--- src/ucs_params.svh ---
// Register indices, field positions, reset values and bit timing for the serial port block
`ifndef UCS_PARAMS_SVH
`define UCS_PARAMS_SVH

`define UCS_IDX_SERIAL_PORT_CONTROL 10'h098
`define UCS_IDX_SERIAL_DATA 10'h099
`define UCS_IDX_SERIAL_EXTENDED_STATUS 10'h0ba
`define UCS_IDX_IRQ_STATUS 10'h0a0
`define UCS_IDX_IRQ_MASK 10'h0a1
`define UCS_IDX_MODE_CONFIG 10'h0a2
`define UCS_IDX_BAUD_PERIOD 10'h0a3

`define UCS_SPC_RESET 8'h00
`define UCS_SES_RESET 8'h00
`define UCS_BAUD_RESET 16'h0057

`define UCS_SPC_MODE_HIGH 7
`define UCS_SPC_MODE_LOW 6
`define UCS_SPC_MULTIPROC 5
`define UCS_SPC_RX_EN 4
`define UCS_SPC_TX_NINTH 3
`define UCS_SPC_RX_NINTH 2
`define UCS_SPC_TX_FLAG 1
`define UCS_SPC_RX_FLAG 0

`define UCS_SES_DB_ENABLE 7
`define UCS_SES_TX_LATE 6
`define UCS_SES_SPLIT_IRQ 5
`define UCS_SES_DB_IRQ_SEL 4
`define UCS_SES_FRAMING 3
`define UCS_SES_LONG_LOW 2
`define UCS_SES_OVERRUN 1
`define UCS_SES_STATUS_IRQ 0

`define UCS_CFG_ERR_SEL 0

`define UCS_IRQ_TX 0
`define UCS_IRQ_RX 1
`define UCS_IRQ_FE 2

`define UCS_MODE_SHIFT 2'h0
`define UCS_MODE_UART8 2'h1
`define UCS_MODE_UART9F 2'h2
`define UCS_MODE_UART9V 2'h3

`define UCS_MODE0_DIV 16
`define UCS_MODE2_DIV 32

`endif

--- src/ucs_pkg.sv ---
// Types shared by the serial port control and status block
package ucs_pkg;
	typedef logic [1:0] ucs_mode_t;
	typedef enum logic [2:0] {ST_IDLE, ST_START, ST_DATA, ST_NINTH, ST_STOP} ucs_state_t;
endpackage

--- src/ucs_rx.sv ---
// Serial receiver: shift-register mode and 8/9-bit frames with flag timing
`include "ucs_params.svh"
module ucs_rx #(
	parameter int CW = 16
) (
	input wire logic ref_clk,
	input wire logic resetn,
	input wire logic rxd,
	input wire logic enable,
	input wire logic riFlag,
	input wire ucs_pkg::ucs_mode_t mode,
	input wire logic [CW-1:0] bitLen,
	input wire logic errSel,
	input wire logic multiproc,
	output logic [7:0] data,
	output logic ninth,
	output logic riPulse,
	output logic feEvent,
	output logic shiftClk,
	output logic active
);
	import ucs_pkg::*;
	ucs_state_t state;
	ucs_mode_t fMode;
	logic [CW-1:0] cnt;
	logic [3:0] bitIdx;
	logic [7:0] shreg;
	logic ninthSample;
	logic tick;
	logic fShift;
	logic riNinth;
	logic riStop;

	assign fShift = (fMode == `UCS_MODE_SHIFT);
	assign tick = (state != ST_IDLE) && (cnt == '0);
	assign active = (state != ST_IDLE);
	assign riNinth = tick && state == ST_NINTH && !errSel && (!multiproc || rxd);
	assign riStop = tick && state == ST_STOP &&
		((fMode == `UCS_MODE_UART8 && (!multiproc || rxd)) ||
		(fMode[1] && errSel && (!multiproc || ninthSample)));
	assign riPulse = (tick && fShift && state == ST_DATA && bitIdx == 4'h7) || riNinth || riStop;
	assign feEvent = tick && state == ST_STOP && !rxd;

	always_ff @(posedge ref_clk) begin
		if (!resetn) begin
			state <= ST_IDLE;
			fMode <= `UCS_MODE_SHIFT;
			cnt <= '0;
			bitIdx <= 4'h0;
			shreg <= 8'h00;
			ninthSample <= 1'b0;
		end else if (state == ST_IDLE) begin
			bitIdx <= 4'h0;
			fMode <= mode;
			// New frames only start while reception is enabled
			if (enable && mode == `UCS_MODE_SHIFT && !riFlag) begin
				state <= ST_DATA;
				cnt <= bitLen - CW'(1);
			end else if (enable && mode != `UCS_MODE_SHIFT && !rxd) begin
				state <= ST_START;
				cnt <= (bitLen >> 1) - CW'(1);
			end
		end else if (fShift && cnt == (bitLen >> 1)) begin
			shreg <= {rxd, shreg[7:1]};
			cnt <= cnt - CW'(1);
		end else if (cnt != '0) begin
			cnt <= cnt - CW'(1);
		end else begin
			cnt <= bitLen - CW'(1);
			unique case (state)
				ST_IDLE: begin
				end
				// A start bit that is high again at mid-bit was noise
				ST_START: state <= rxd ? ST_IDLE : ST_DATA;
				ST_DATA: begin
					if (!fShift) begin
						shreg <= {rxd, shreg[7:1]};
					end
					if (bitIdx == 4'h7) begin
						state <= fShift ? ST_IDLE : (fMode[1] ? ST_NINTH : ST_STOP);
					end else begin
						bitIdx <= bitIdx + 4'h1;
					end
				end
				ST_NINTH: begin
					ninthSample <= rxd;
					state <= ST_STOP;
				end
				// Return at mid stop bit to resynchronise on the next start edge
				ST_STOP: state <= ST_IDLE;
			endcase
		end
	end

	always_ff @(posedge ref_clk) begin
		if (!resetn) begin
			data <= 8'h00;
			ninth <= 1'b0;
		end else if (riPulse) begin
			// Shift mode has already taken all eight mid-bit samples by the last tick
			data <= shreg;
			if (riNinth) begin
				ninth <= rxd;
			end else if (riStop) begin
				ninth <= (fMode == `UCS_MODE_UART8) ? rxd : ninthSample;
			end
		end
	end

	always_ff @(posedge ref_clk) begin
		if (!resetn) begin
			shiftClk <= 1'b1;
		end else begin
			shiftClk <= !(state == ST_DATA && fShift && cnt > (bitLen >> 1));
		end
	end

	property p_rxShiftFlag;
		@(posedge ref_clk) disable iff (!resetn)
			(riPulse && fShift) |-> (state == ST_DATA && bitIdx == 4'h7 && cnt == '0);
	endproperty
	a_rxShiftFlag: assert property (p_rxShiftFlag) else $error("shift rx flag mistimed");

	property p_rxEightStop;
		@(posedge ref_clk) disable iff (!resetn)
			(riPulse && fMode == `UCS_MODE_UART8) |-> (state == ST_STOP) ##1 (ninth == $past(rxd));
	endproperty
	a_rxEightStop: assert property (p_rxEightStop) else $error("8-bit rx flag or stop copy wrong");

	property p_rxNinthFlag;
		@(posedge ref_clk) disable iff (!resetn)
			(riPulse && fMode[1] && !errSel) |-> (state == ST_NINTH) ##1 (ninth == $past(rxd));
	endproperty
	a_rxNinthFlag: assert property (p_rxNinthFlag) else $error("9-bit rx flag not at bit 8");

	property p_rxStopFlag;
		@(posedge ref_clk) disable iff (!resetn)
			(riPulse && fMode[1] && errSel) |-> (state == ST_STOP);
	endproperty
	a_rxStopFlag: assert property (p_rxStopFlag) else $error("9-bit rx flag not at stop");

	property p_rxNinthHeld;
		@(posedge ref_clk) disable iff (!resetn)
			(riStop && fMode[1]) |=> (ninth == $past(ninthSample));
	endproperty
	a_rxNinthHeld: assert property (p_rxNinthHeld) else $error("received ninth bit lost");
endmodule

--- src/ucs_top.sv ---
// Serial port control and status block with APB register access and interrupt
`include "ucs_params.svh"
// Function
// Reception starts only while the receive enable bit is set and stops taking new frames once cleared.
// The receive ninth-bit field holds bit 8 in nine-bit modes, the stop bit in 8-bit mode, and is undefined in shift mode.
// The transmit flag is set at the end of the 8th bit in shift mode and at the stop bit otherwise, and only software clears it.
// In shift mode the receive flag is set at the end of the 8th bit and stays until software clears it.
// In 8-bit mode the receive flag is set about halfway through the stop bit.
// In nine-bit modes with error-bit select clear, the receive flag is set near the middle of bit 8.
// In nine-bit modes with error-bit select set, the receive flag is set near the middle of the stop bit, subject to multiprocessor filtering.
// The two mode bits select shift, 8-bit variable, or nine-bit modes, with shift mode after reset.
// The transmit flag comes at the start of the stop bit when the late select is clear and at its end when set.
// With error-bit select set, the control top bit is a framing error flag set on a bad stop bit and cleared by software.
// In nine-bit modes the transmitter sends the software-written ninth bit as data bit nine.
module ucs_top #(
	parameter int CW = 16
) (
	input wire logic ref_clk,
	input wire logic resetn,
	input wire logic [11:0] paddr,
	input wire logic psel,
	input wire logic penable,
	input wire logic pwrite,
	input wire logic [31:0] pwdata,
	output logic [31:0] prdata,
	output logic pready,
	output logic pslverr,
	input wire logic serialIn,
	output logic serialOut,
	output logic shiftClkOut,
	output logic irq
);
	import ucs_pkg::*;
	localparam logic [7:0] SPC_RST = `UCS_SPC_RESET;
	localparam logic [7:0] SES_RST = `UCS_SES_RESET;

	logic modeSelectHigh;
	logic modeSelectLow;
	logic multiprocEnable;
	logic rxEnable;
	logic txNinthBit;
	logic rxNinthBit;
	logic transmitInterruptFlag;
	logic receiveDoneFlag;
	logic framingErrorFlag;
	logic overrunFlag;
	logic txDoubleBufferEnable;
	logic txIrqLateSelect;
	logic splitRxTxIrq;
	logic doubleBufferIrqSelect;
	logic statusIrqEnable;
	logic errorBitSelect;
	logic [CW-1:0] baudPeriod;
	logic [2:0] irqStatus;
	logic [2:0] irqMask;
	logic [7:0] rxData;
	ucs_mode_t mode;
	logic [CW-1:0] bitLen;
	logic txBusy;
	logic txEvent;
	logic rxEvent;
	logic feEvent;
	logic rxActive;
	logic txShiftClk;
	logic rxShiftClk;
	logic [9:0] idx;
	logic mapped;
	logic wrAccess;
	logic wrSpc;
	logic wrSes;
	logic wrData;
	logic [7:0] spcRead;
	logic [7:0] sesRead;
	logic [31:0] readMux;
	logic [2:0] events;

	assign mode = {modeSelectHigh, modeSelectLow};

	always_comb begin
		unique case (mode)
			`UCS_MODE_SHIFT: bitLen = CW'(`UCS_MODE0_DIV);
			`UCS_MODE_UART9F: bitLen = CW'(`UCS_MODE2_DIV);
			default: bitLen = baudPeriod;
		endcase
	end

	// APB decode: every register answers without wait states
	assign idx = paddr[11:2];
	assign mapped = (idx == `UCS_IDX_SERIAL_PORT_CONTROL) || (idx == `UCS_IDX_SERIAL_DATA) ||
		(idx == `UCS_IDX_SERIAL_EXTENDED_STATUS) || (idx == `UCS_IDX_IRQ_STATUS) ||
		(idx == `UCS_IDX_IRQ_MASK) || (idx == `UCS_IDX_MODE_CONFIG) ||
		(idx == `UCS_IDX_BAUD_PERIOD);
	assign pready = 1'b1;
	assign pslverr = psel && penable && !mapped;
	assign wrAccess = psel && penable && pwrite && mapped;
	assign wrSpc = wrAccess && idx == `UCS_IDX_SERIAL_PORT_CONTROL;
	assign wrSes = wrAccess && idx == `UCS_IDX_SERIAL_EXTENDED_STATUS;
	assign wrData = wrAccess && idx == `UCS_IDX_SERIAL_DATA;

	// The top control bit doubles as the framing flag when error-bit select is set
	assign spcRead = {errorBitSelect ? framingErrorFlag : modeSelectHigh, modeSelectLow,
		multiprocEnable, rxEnable, txNinthBit, rxNinthBit, transmitInterruptFlag,
		receiveDoneFlag};
	assign sesRead = {txDoubleBufferEnable, txIrqLateSelect, splitRxTxIrq,
		doubleBufferIrqSelect, framingErrorFlag, 1'b0, overrunFlag, statusIrqEnable};

	always_comb begin
		readMux = 32'h00000000;
		unique case (idx)
			`UCS_IDX_SERIAL_PORT_CONTROL: readMux[7:0] = spcRead;
			`UCS_IDX_SERIAL_DATA: readMux[7:0] = rxData;
			`UCS_IDX_SERIAL_EXTENDED_STATUS: readMux[7:0] = sesRead;
			`UCS_IDX_IRQ_STATUS: readMux[2:0] = irqStatus;
			`UCS_IDX_IRQ_MASK: readMux[2:0] = irqMask;
			`UCS_IDX_MODE_CONFIG: readMux[`UCS_CFG_ERR_SEL] = errorBitSelect;
			`UCS_IDX_BAUD_PERIOD: readMux[CW-1:0] = baudPeriod;
			default: readMux = 32'h00000000;
		endcase
	end

	// Read data is captured in the setup cycle so prdata comes from a flop
	always_ff @(posedge ref_clk) begin
		if (!resetn) begin
			prdata <= 32'h00000000;
		end else if (psel && !penable) begin
			prdata <= (pwrite || !mapped) ? 32'h00000000 : readMux;
		end
	end

	always_ff @(posedge ref_clk) begin
		if (!resetn) begin
			modeSelectHigh <= SPC_RST[`UCS_SPC_MODE_HIGH];
			modeSelectLow <= SPC_RST[`UCS_SPC_MODE_LOW];
			multiprocEnable <= SPC_RST[`UCS_SPC_MULTIPROC];
			rxEnable <= SPC_RST[`UCS_SPC_RX_EN];
			txNinthBit <= SPC_RST[`UCS_SPC_TX_NINTH];
		end else if (wrSpc) begin
			if (!errorBitSelect) begin
				modeSelectHigh <= pwdata[`UCS_SPC_MODE_HIGH];
			end
			modeSelectLow <= pwdata[`UCS_SPC_MODE_LOW];
			multiprocEnable <= pwdata[`UCS_SPC_MULTIPROC];
			rxEnable <= pwdata[`UCS_SPC_RX_EN];
			txNinthBit <= pwdata[`UCS_SPC_TX_NINTH];
		end
	end

	// Hardware set beats a software write in the same cycle
	always_ff @(posedge ref_clk) begin
		if (!resetn) begin
			transmitInterruptFlag <= SPC_RST[`UCS_SPC_TX_FLAG];
			receiveDoneFlag <= SPC_RST[`UCS_SPC_RX_FLAG];
		end else begin
			if (txEvent) begin
				transmitInterruptFlag <= 1'b1;
			end else if (wrSpc) begin
				transmitInterruptFlag <= pwdata[`UCS_SPC_TX_FLAG];
			end
			if (rxEvent) begin
				receiveDoneFlag <= 1'b1;
			end else if (wrSpc) begin
				receiveDoneFlag <= pwdata[`UCS_SPC_RX_FLAG];
			end
		end
	end

	always_ff @(posedge ref_clk) begin
		if (!resetn) begin
			framingErrorFlag <= SES_RST[`UCS_SES_FRAMING];
			overrunFlag <= SES_RST[`UCS_SES_OVERRUN];
		end else begin
			if (feEvent) begin
				framingErrorFlag <= 1'b1;
			end else if (wrSpc && errorBitSelect) begin
				framingErrorFlag <= pwdata[`UCS_SPC_MODE_HIGH];
			end else if (wrSes) begin
				framingErrorFlag <= pwdata[`UCS_SES_FRAMING];
			end
			if (rxEvent && receiveDoneFlag) begin
				overrunFlag <= 1'b1;
			end else if (wrSes) begin
				overrunFlag <= pwdata[`UCS_SES_OVERRUN];
			end
		end
	end

	always_ff @(posedge ref_clk) begin
		if (!resetn) begin
			txDoubleBufferEnable <= SES_RST[`UCS_SES_DB_ENABLE];
			txIrqLateSelect <= SES_RST[`UCS_SES_TX_LATE];
			splitRxTxIrq <= SES_RST[`UCS_SES_SPLIT_IRQ];
			doubleBufferIrqSelect <= SES_RST[`UCS_SES_DB_IRQ_SEL];
			statusIrqEnable <= SES_RST[`UCS_SES_STATUS_IRQ];
		end else if (wrSes) begin
			txDoubleBufferEnable <= pwdata[`UCS_SES_DB_ENABLE];
			txIrqLateSelect <= pwdata[`UCS_SES_TX_LATE];
			splitRxTxIrq <= pwdata[`UCS_SES_SPLIT_IRQ];
			doubleBufferIrqSelect <= pwdata[`UCS_SES_DB_IRQ_SEL];
			statusIrqEnable <= pwdata[`UCS_SES_STATUS_IRQ];
		end
	end

	always_ff @(posedge ref_clk) begin
		if (!resetn) begin
			errorBitSelect <= 1'b0;
			baudPeriod <= CW'(`UCS_BAUD_RESET);
			irqMask <= 3'h0;
		end else begin
			if (wrAccess && idx == `UCS_IDX_MODE_CONFIG) begin
				errorBitSelect <= pwdata[`UCS_CFG_ERR_SEL];
			end
			// A period below two cycles would leave no mid-bit sample point
			if (wrAccess && idx == `UCS_IDX_BAUD_PERIOD && pwdata[CW-1:1] != '0) begin
				baudPeriod <= pwdata[CW-1:0];
			end
			if (wrAccess && idx == `UCS_IDX_IRQ_MASK) begin
				irqMask <= pwdata[2:0];
			end
		end
	end

	assign events = {feEvent, rxEvent, txEvent};

	always_ff @(posedge ref_clk) begin
		if (!resetn) begin
			irqStatus <= 3'h0;
		end else if (wrAccess && idx == `UCS_IDX_IRQ_STATUS) begin
			irqStatus <= (irqStatus & ~pwdata[2:0]) | events;
		end else begin
			irqStatus <= irqStatus | events;
		end
	end

	assign irq = |(irqStatus & irqMask);
	assign shiftClkOut = txShiftClk & rxShiftClk;

	// A write while a frame is on the line is dropped rather than corrupting it
	ucs_tx #(
		.CW(CW)
	) u_tx (
		.ref_clk(ref_clk),
		.resetn(resetn),
		.start(wrData && !txBusy),
		.data(pwdata[7:0]),
		.ninth(txNinthBit),
		.mode(mode),
		.bitLen(bitLen),
		.lateIrq(txIrqLateSelect),
		.txd(serialOut),
		.shiftClk(txShiftClk),
		.busy(txBusy),
		.tiPulse(txEvent)
	);

	ucs_rx #(
		.CW(CW)
	) u_rx (
		.ref_clk(ref_clk),
		.resetn(resetn),
		.rxd(serialIn),
		.enable(rxEnable),
		.riFlag(receiveDoneFlag),
		.mode(mode),
		.bitLen(bitLen),
		.errSel(errorBitSelect),
		.multiproc(multiprocEnable),
		.data(rxData),
		.ninth(rxNinthBit),
		.riPulse(rxEvent),
		.feEvent(feEvent),
		.shiftClk(rxShiftClk),
		.active(rxActive)
	);

	property p_rxGate;
		@(posedge ref_clk) disable iff (!resetn) $rose(rxActive) |-> $past(rxEnable);
	endproperty
	a_rxGate: assert property (p_rxGate) else $error("reception began while disabled");

	property p_txFlag;
		@(posedge ref_clk) disable iff (!resetn) txEvent |=> transmitInterruptFlag;
	endproperty
	a_txFlag: assert property (p_txFlag) else $error("tx flag not set by event");

	property p_rxFlagHold;
		@(posedge ref_clk) disable iff (!resetn)
			(receiveDoneFlag && !wrSpc) |=> receiveDoneFlag;
	endproperty
	a_rxFlagHold: assert property (p_rxFlagHold) else $error("rx flag dropped without write");

	property p_rxFlag;
		@(posedge ref_clk) disable iff (!resetn) rxEvent |=> receiveDoneFlag;
	endproperty
	a_rxFlag: assert property (p_rxFlag) else $error("rx flag not set by event");

	property p_feFlag;
		@(posedge ref_clk) disable iff (!resetn)
			(feEvent && errorBitSelect) |=> (framingErrorFlag && spcRead[7]);
	endproperty
	a_feFlag: assert property (p_feFlag) else $error("framing flag not visible");

	property p_modeLen;
		@(posedge ref_clk) disable iff (!resetn)
			(mode == `UCS_MODE_SHIFT) |-> (bitLen == CW'(`UCS_MODE0_DIV));
	endproperty
	a_modeLen: assert property (p_modeLen) else $error("shift mode bit length wrong");

	property p_irqOut;
		@(posedge ref_clk) disable iff (!resetn)
			(txEvent && irqMask[`UCS_IRQ_TX]) |=> irq;
	endproperty
	a_irqOut: assert property (p_irqOut) else $error("unmasked event gave no interrupt");
endmodule

--- src/ucs_tx.sv ---
// Serial transmitter: shift-register mode and 8/9-bit frames
`include "ucs_params.svh"
module ucs_tx #(
	parameter int CW = 16
) (
	input wire logic ref_clk,
	input wire logic resetn,
	input wire logic start,
	input wire logic [7:0] data,
	input wire logic ninth,
	input wire ucs_pkg::ucs_mode_t mode,
	input wire logic [CW-1:0] bitLen,
	input wire logic lateIrq,
	output logic txd,
	output logic shiftClk,
	output logic busy,
	output logic tiPulse
);
	import ucs_pkg::*;
	ucs_state_t state;
	ucs_mode_t fMode;
	logic [CW-1:0] cnt;
	logic [3:0] bitIdx;
	logic [7:0] shreg;
	logic ninthLatch;
	logic fShift;
	logic lastTick;
	logic lastData;

	assign fShift = (fMode == `UCS_MODE_SHIFT);
	assign lastTick = (state != ST_IDLE) && (cnt == '0);
	assign lastData = (state == ST_DATA) && (bitIdx == 4'h7);
	assign busy = (state != ST_IDLE);
	// Early position fires on the tick that enters the stop bit
	assign tiPulse = lastTick && ((fShift && lastData) ||
		(!fShift && lateIrq && state == ST_STOP) ||
		(!fShift && !lateIrq && (state == ST_NINTH || (lastData && !fMode[1]))));

	always_ff @(posedge ref_clk) begin
		if (!resetn) begin
			state <= ST_IDLE;
			fMode <= `UCS_MODE_SHIFT;
			cnt <= '0;
			bitIdx <= 4'h0;
			shreg <= 8'h00;
			ninthLatch <= 1'b0;
			txd <= 1'b1;
		end else if (state == ST_IDLE) begin
			if (start) begin
				shreg <= data;
				ninthLatch <= ninth;
				fMode <= mode;
				bitIdx <= 4'h0;
				cnt <= bitLen - CW'(1);
				if (mode == `UCS_MODE_SHIFT) begin
					state <= ST_DATA;
					txd <= data[0];
				end else begin
					state <= ST_START;
					txd <= 1'b0;
				end
			end
		end else if (cnt != '0) begin
			cnt <= cnt - CW'(1);
		end else begin
			cnt <= bitLen - CW'(1);
			unique case (state)
				ST_IDLE: begin
				end
				ST_START: begin
					state <= ST_DATA;
					txd <= shreg[0];
				end
				ST_DATA: begin
					if (bitIdx == 4'h7) begin
						if (fShift) begin
							state <= ST_IDLE;
							txd <= 1'b1;
						end else if (fMode[1]) begin
							state <= ST_NINTH;
							txd <= ninthLatch;
						end else begin
							state <= ST_STOP;
							txd <= 1'b1;
						end
					end else begin
						bitIdx <= bitIdx + 4'h1;
						shreg <= {1'b0, shreg[7:1]};
						txd <= shreg[1];
					end
				end
				ST_NINTH: begin
					state <= ST_STOP;
					txd <= 1'b1;
				end
				ST_STOP: begin
					state <= ST_IDLE;
					txd <= 1'b1;
				end
			endcase
		end
	end

	// Shift clock idles high, rises mid-bit so the partner samples stable data
	always_ff @(posedge ref_clk) begin
		if (!resetn) begin
			shiftClk <= 1'b1;
		end else begin
			shiftClk <= !(state == ST_DATA && fShift && cnt > (bitLen >> 1));
		end
	end

	property p_txShiftEnd;
		@(posedge ref_clk) disable iff (!resetn) (tiPulse && fShift) |=> (state == ST_IDLE);
	endproperty
	a_txShiftEnd: assert property (p_txShiftEnd) else $error("tx flag not at end of 8th bit");

	property p_txEarly;
		@(posedge ref_clk) disable iff (!resetn)
			(tiPulse && !fShift && !lateIrq) |=> (state == ST_STOP && txd);
	endproperty
	a_txEarly: assert property (p_txEarly) else $error("early tx flag not at stop start");

	property p_txLate;
		@(posedge ref_clk) disable iff (!resetn)
			(tiPulse && !fShift && lateIrq) |-> (state == ST_STOP && cnt == '0);
	endproperty
	a_txLate: assert property (p_txLate) else $error("late tx flag not at stop end");

	property p_txNinth;
		@(posedge ref_clk) disable iff (!resetn)
			(state == ST_NINTH) |-> (txd == ninthLatch);
	endproperty
	a_txNinth: assert property (p_txNinth) else $error("ninth bit on line differs");
endmodule
--- config.mk ---
export PLATFORM = sky130hd
export DESIGN_NAME = ucs_top
export DESIGN_NICKNAME = d
export VERILOG_FILES = /design/src/ucs_pkg.sv /design/src/ucs_rx.sv /design/src/ucs_top.sv /design/src/ucs_tx.sv
export VERILOG_INCLUDE_DIRS = /design/src
export SDC_FILE = /design/constraint.sdc
export NUM_CORES = 1
export LEC_CHECK = 0
export ABC_AREA = 1
export BUFFER_PORTS_ARGS = -buffer_cell sky130_fd_sc_hd__buf_2
export CAP_MARGIN = 20
export CORE_AREA = 2 2 144 146
export DETAILED_ROUTE_END_ITERATION = 10
export DIE_AREA = 0 0 146 148
export PLACE_DENSITY_LB_ADDON = 0.08
export SKIP_CTS_REPAIR_TIMING = 1
export SYNTH_ARGS = -nofsm -noshare
export SYNTH_HDL_FRONTEND = slang
export SYNTH_SLANG_ARGS = --single-unit
--- constraint.sdc ---
create_clock -name ref_clk -period 4.8 [get_ports ref_clk]
set_input_delay 0.48 -clock ref_clk [delete_from_list [all_inputs] [get_ports ref_clk]]
set_output_delay 0.48 -clock ref_clk [all_outputs]
set_load 0.1 [all_outputs]
After elaboration in Yosys (flattened, before gate mapping)
Index checks and enable logic that the tools add are counted.
- $lt $le $gt $ge: 2
- reduce and logical (&&, ||, !) cells: 110
- muxes and demuxes: 68
- equal/unequal tests: 30
- add/sub/neg operators: 6
- bitwise operators: 12
- operators with widths (kind ; count):
    16-bit two-way mux ; 9
    8-bit two-way mux ; 10
    10-bit by 8-bit == test with 1-bit output, second input constant ; 7
    16-bit by 1-bit subtractor with 16-bit output, second input constant ; 3
    1-bit logical AND ; 47
    3-bit two-way mux ; 15
    16-bit by 15-bit greater-than comparator with 1-bit output ; 2
    16-bit logical NOT ; 2
    16-bit case mux with 2 select lines ; 1
    16-bit nonzero test ; 2
    3-bit case mux with 4 select lines ; 2
    1-bit two-way mux ; 20
    4-bit two-way mux ; 5
    5-bit case mux with 4 select lines ; 1
    4-bit AND reduction ; 5
    16-bit by 15-bit == test with 1-bit output ; 1
    15-bit by 1-bit subtractor with 16-bit output, second input constant ; 1
    1-bit logical OR ; 15
    15-bit nonzero test ; 1
    2-bit nonzero test ; 7
    3-bit by 2-bit == test with 1-bit output, second input constant ; 4
    1-bit logical NOT ; 12
    2-bit by 1-bit inequality test with 1-bit output, second input constant ; 6
    2-bit case mux with 6 select lines ; 1
    other kinds (27) ; 49
- register bits: 149
- output and inout bits: 37
- input port bits: 50
- word-level logic and storage cells: 264

Longest topological paths before layout
- depth after elaboration: 12
- gate-level depth with buffers: 17
- depth with buffers taken out: 16

By module
A second synthesis with hierarchy kept.
- cell total of the unflattened synthesis: 1512
- area, all modules: 9529.1 um2
- by module, submodules not included (module ; cells an instance ; instances ; area each (um2) ; seq. area each (um2)):
    ucs_rx ; 562 ; 1 ; 3479.6 ; 880.8
    ucs_tx ; 508 ; 1 ; 3079.2 ; 720.7
    ucs_top ; 442 ; 1 ; 2970.3 ; 1061.0

Worst setup path before layout
Ideal clock, no wire load.
- kind: input to output
- start: input paddr[2]
- end: output pslverr
- arrival time: 2982 ps
- setup slack: 1338 ps
- cell stages on the path: 5
- data required time: 4320 ps
- path buffers: 0
- path through: inv_1 -> nor2_1 -> o211ai_2 -> nand3_4 -> nor3_1
- longest elaborated chain between the ends: 9
- elaborated cells between the ends (all ways): 15
- classes of those cells: 7 x eq/ne; 8 x reduce/logical
- RTL lines (item ; line ; text):
    start, declared ; ucs_top.sv:20 ; input wire logic [11:0] paddr,
    10-bit by 8-bit == test with 1-bit output ; n/a ;
    1-bit logical OR (5 in series) ; ucs_top.sv:89 ; assign mapped = (idx == `UCS_IDX_SERIAL_PORT_CONTROL) || (idx == `UCS_IDX_SERIAL_DATA) ||
    1-bit logical OR (*) ; ucs_top.sv:89 ;
    1-bit logical NOT (*) ; ucs_top.sv:94 ; assign pslverr = psel && penable && !mapped;
    1-bit logical AND (*) ; ucs_top.sv:94 ;
    end, declared ; ucs_top.sv:27 ; output logic pslverr,
Mark *: on every way between the ends. The rest lies on a longest branch, timed or not.

Worst setup path after layout
- start: register modeSelectLow
- end: register u_rx.cnt[12]
- longest elaborated chain between the ends: 6
- elaborated cells between the ends (all ways): 18
- classes of those cells: 2 x add/sub; 3 x eq/ne; 6 x mux; 7 x reduce/logical
- RTL lines (item ; line ; text):
    start, declared ; ucs_top.sv:38 ; logic modeSelectLow;
    start signal, assigned ; ucs_top.sv:133 ; modeSelectLow <= SPC_RST[`UCS_SPC_MODE_LOW];
    start signal, assigned ; ucs_top.sv:141 ; modeSelectLow <= pwdata[`UCS_SPC_MODE_LOW];
    2-bit == test or 2-bit logical NOT (tied branches) ; ucs_top.sv:80 ; unique case (mode)
    16-bit case mux with 2 select lines ; ucs_top.sv:80 ;
    16-bit by 1-bit subtractor with 16-bit output (tied with other cells) ; ucs_rx.sv:58, ucs_rx.sv:69 ;
    16-bit two-way mux (tied with other cells) ; ucs_rx.sv:66 ; end else if (cnt != '0) begin
    16-bit two-way mux, on equally long branches ; ucs_rx.sv:63, ucs_rx.sv:56 ;
    16-bit two-way mux ; ucs_rx.sv:52 ; end else if (state == ST_IDLE) begin
    end signal, assigned ; ucs_rx.sv:58 ; cnt <= bitLen - CW'(1);
    end signal, assigned ; ucs_rx.sv:67 ; cnt <= cnt - CW'(1);
    end signal, assigned ; ucs_rx.sv:69 ; cnt <= bitLen - CW'(1);
    end, declared ; ucs_rx.sv:25 ; logic [CW-1:0] cnt;
Several ways; a longest one is shown, not always the timed one. The select of a mux whose other input is x is not followed.
A chain may end at the register's enable or synchronous reset.

==> key figures <==
Synthesis
  – Leading area contributor after synthesis: dfxtp_1
  – Synth Area in XOR/XNOR: 0.0347
  – Post-synthesis sequential area ratio: 0.301
  – Share of the synthesized area in the top cell type: 0.301
  – Mux cell area share after synthesis: 0
  – Simple-gate portion of the synthesized area: 0.347
  – Synth Area in Compound Gates: 0.152
  – Synth top area cells: dfxtp_1, nand2_1, nor2_1, inv_1, a21oi_1
  – Synth Register Bits: 133
  – Synth Cell Area: 0.00884 mm^2
  – Synth Warn #: 0
  – Unique masters post-synth: 44
  – Cells after Synth: 1386
  – Main combinational cell family by area after synthesis: simple AND/OR/NAND/NOR gates
  – Post-Synth Adder-Cell Area: 0.0552
  – Average cell area after synthesis: 6.38 um^2

Place
  – Post-DP HPWL: 20200 um
  – Post-Place Cells: 1678
  – Port Buffers: 51
  – Placed cell areas: 0.00922 mm^2
  – GP Congestion: 0.919

STA
  – Tcrit/Tclk final: 0.688
  – Final hold viol count: 0
  – Least-Margin Pin Slew: 801 ps
  – RSZ-0062 raised after global routing: no
  – # setup viols final: 0
  – Fmax: 303 MHz
  – Final Max Tran Viols: 0
  – Sum Neg Setup Slack: 0 ps
  – Rel. slew slack: 0.465
  – Fin crit period: 3300 ps
  – Setup Skew: 9.06 ps

Setup path
  – Critical Path End Type: register
  – Critical path peak fanout: 17
  – Crit-path max cell delay: 840 ps
  – Crit-path cells: nand2_1 -> nand2_2 -> clkinv_1 -> ha_1 -> nand2_1 -> nor2_1 -> nand3_1 -> nor2_1 -> nand3_1 -> nand2_2 -> nor2_2 -> a21oi_1 -> a21oi_1
  – Critical setup path kind: reg2reg
  – Worst setup SP type: register
  – CP max-delay cell: dfxtp_1
  – Critical Path AT: 3660 ps
  – Required time of the critical path: 5160 ps

Layout
  – NumNets Final: 1517
  – Most frequent cells in the layout: nand2_1, nor2_1, inv_1, dfxtp_1, a21oi_1
  – Final instance area: 0.00982 mm^2
  – Ant diodes: 0
  – Ratio of cells with drive above 1 in the final layout: 0.116
  – Final core utilization: 0.490
  – Non-Filler Instances: 1711
  – P&R area growth vs syn: 11.1%
  – Leading cell type in the layout, fill and taps excluded: nand2_1

Clocking
  – Clock sink count: 133
  – Root Driver: clkbuf_16
  – H-tree depth: 4
  – Worst-path clk slew: 70 ps
  – Skew-Pair Late Insertion Delay: 430 ps
  – CTS Buffer Depth: 2
  – Num CTS Buffers: 17
  – TritonCTS clock tree: built

Job
  – Max_cap viols: 0

GRT
  – Vias in the first global route: 7873
  – Met2 GRT Util: 0.376
  – Met1 Resource Use GR: 0.349
  – M3 GR Usage: 0.0333
  – First-pass GRT wire length: 42000 um
  – GRT Total Usage: 0.243
  – GR peak layer: met2
  – Initial antenna violation count: 0
  – Grt total ovfl: 0
  – Largest net degree at the start of global routing: 66

Power and ir drop
  – Max IR drop VDD: 0.000262 V
  – Overall power: 3580 uW
  – Static leakage: 0.00467 uW
  – Pwr/cell area: 365 mW/mm^2

Die
  – Core Footprint: 0.0200 mm^2
  – Die area: 0.0216 mm^2
  – Core Rows: 52
  – IO Pins: 87
  – Initial Util: 0.441
  – Die width: 146 um
  – Die Span Y: 148 um

Drt
  – Drt pass-1 iters: 5
  – DRC errors left: 0
  – Vias per cell: 5.14
  – Vias: 8803
  – Drt wl/cell: 15.4 um
  – Final wirelength: 26300 um
  – Final ANT Viol Nets: 0
  – DRT iter0 DRCs: 718

Run status
  – Outcome: finished, final reports clean

Hold path
  – Hold WC Path Type: in2reg
==> state kept, by name, summed over array words and instances (netlist names), 2 cells and up <==
name         cells
irqMask          3
u_tx.shreg       8
u_rx.bitIdx      4
u_rx.shreg       8
u_tx.cnt        16
u_tx.bitIdx      4
irqStatus        3
u_rx.fMode       2
u_rx.data        8
u_tx.fMode       2
u_rx.cnt        16
u_rx.state       3
baudPeriod      16
u_tx.state       3
prdata          16
==> layer usage <==
layer / wire length, um / share of wire
met1: 13000 / 0.49
met2: 11700 / 0.44
met3: 970 / 0.037
met4: 661 / 0.025
met5: 0 / 0
==> through the flow <==
step                hold WS [ps]  setup slack (ps)
global placement             448              1570
CTS                          314              1530
finish                       325              1500
global route                 318              1250
detailed placement           454              1540
floorplan                    430              1340
==> worst max-delay path: cells and delay by family, from the launching register on <==
family / cells / cell delay, ps
AO/OA/AOI/OAI: 2 / 360
AND/OR/NAND/NOR: 9 / 1540
adder cells (fa/ha/maj): 1 / 330
flip-flops: 1 / 840
buffers and inverters: 1 / 160
==> final cells by class <==
class,count,area [um^2]
Clock inverter,15,155
Multi-Input combinational cell,1048,5270
Inverter,167,627
Clock buffer,17,425
Timing Repair Buffer,61,338
Tap cell,270,338
Fill cell,2144,10200
Sequential cell,133,2660
==> where the power goes <==
group	internal (uW)	switching, uW
Combinational	313	729
Sequential	1170	76.1
Clock	695	601
Total	2180	1410
==> synthesized netlist by cell type (all sizes together) <==
library cell / instances
a211oi: 4
a21oi: 102
a31oi: 10
buf: 36
clkbuf: 17
clkinv: 3
conb: 2
dfxtp: 133
ha: 39
inv: 164
nand2: 359
nand3: 95
nand3b: 2
nand4: 23
nor2: 205
nor3: 19
nor4: 2
o2111ai: 2
o211ai: 14
o21a: 1
o21ai: 115
o21bai: 1
o311ai: 1
or2: 2
xnor2: 10
xor2: 25
==> worst paths after layout <==
check                           depth (start not counted)  slack, ps                  startpoint                          to
worst max-delay path                                   13       1500  modeSelectLow$_SDFFE_PN0N_   u_rx.cnt[12]$_SDFFE_PN0P_
worst min-delay path                                    3        330                   pwdata[2]  baudPeriod[2]$_SDFFE_PN1P_
worst max register to register                         13       1500  modeSelectLow$_SDFFE_PN0N_   u_rx.cnt[12]$_SDFFE_PN0P_
worst min register to register                          2        460      prdata[0]$_SDFFE_PN0P_      prdata[0]$_SDFFE_PN0P_
==> cell families (layout without fill, tap and decap cells) <==
family,after synthesis,count (layout)
buffers and inverters,220,260
XOR/XNOR,35,35
flip-flops,133,133
other,2,17
AND/OR/NAND/NOR,707,707
AO/OA/AOI/OAI,250,250
adder cells (fa/ha/maj),39,39
(Power assumes the default switching activity.)
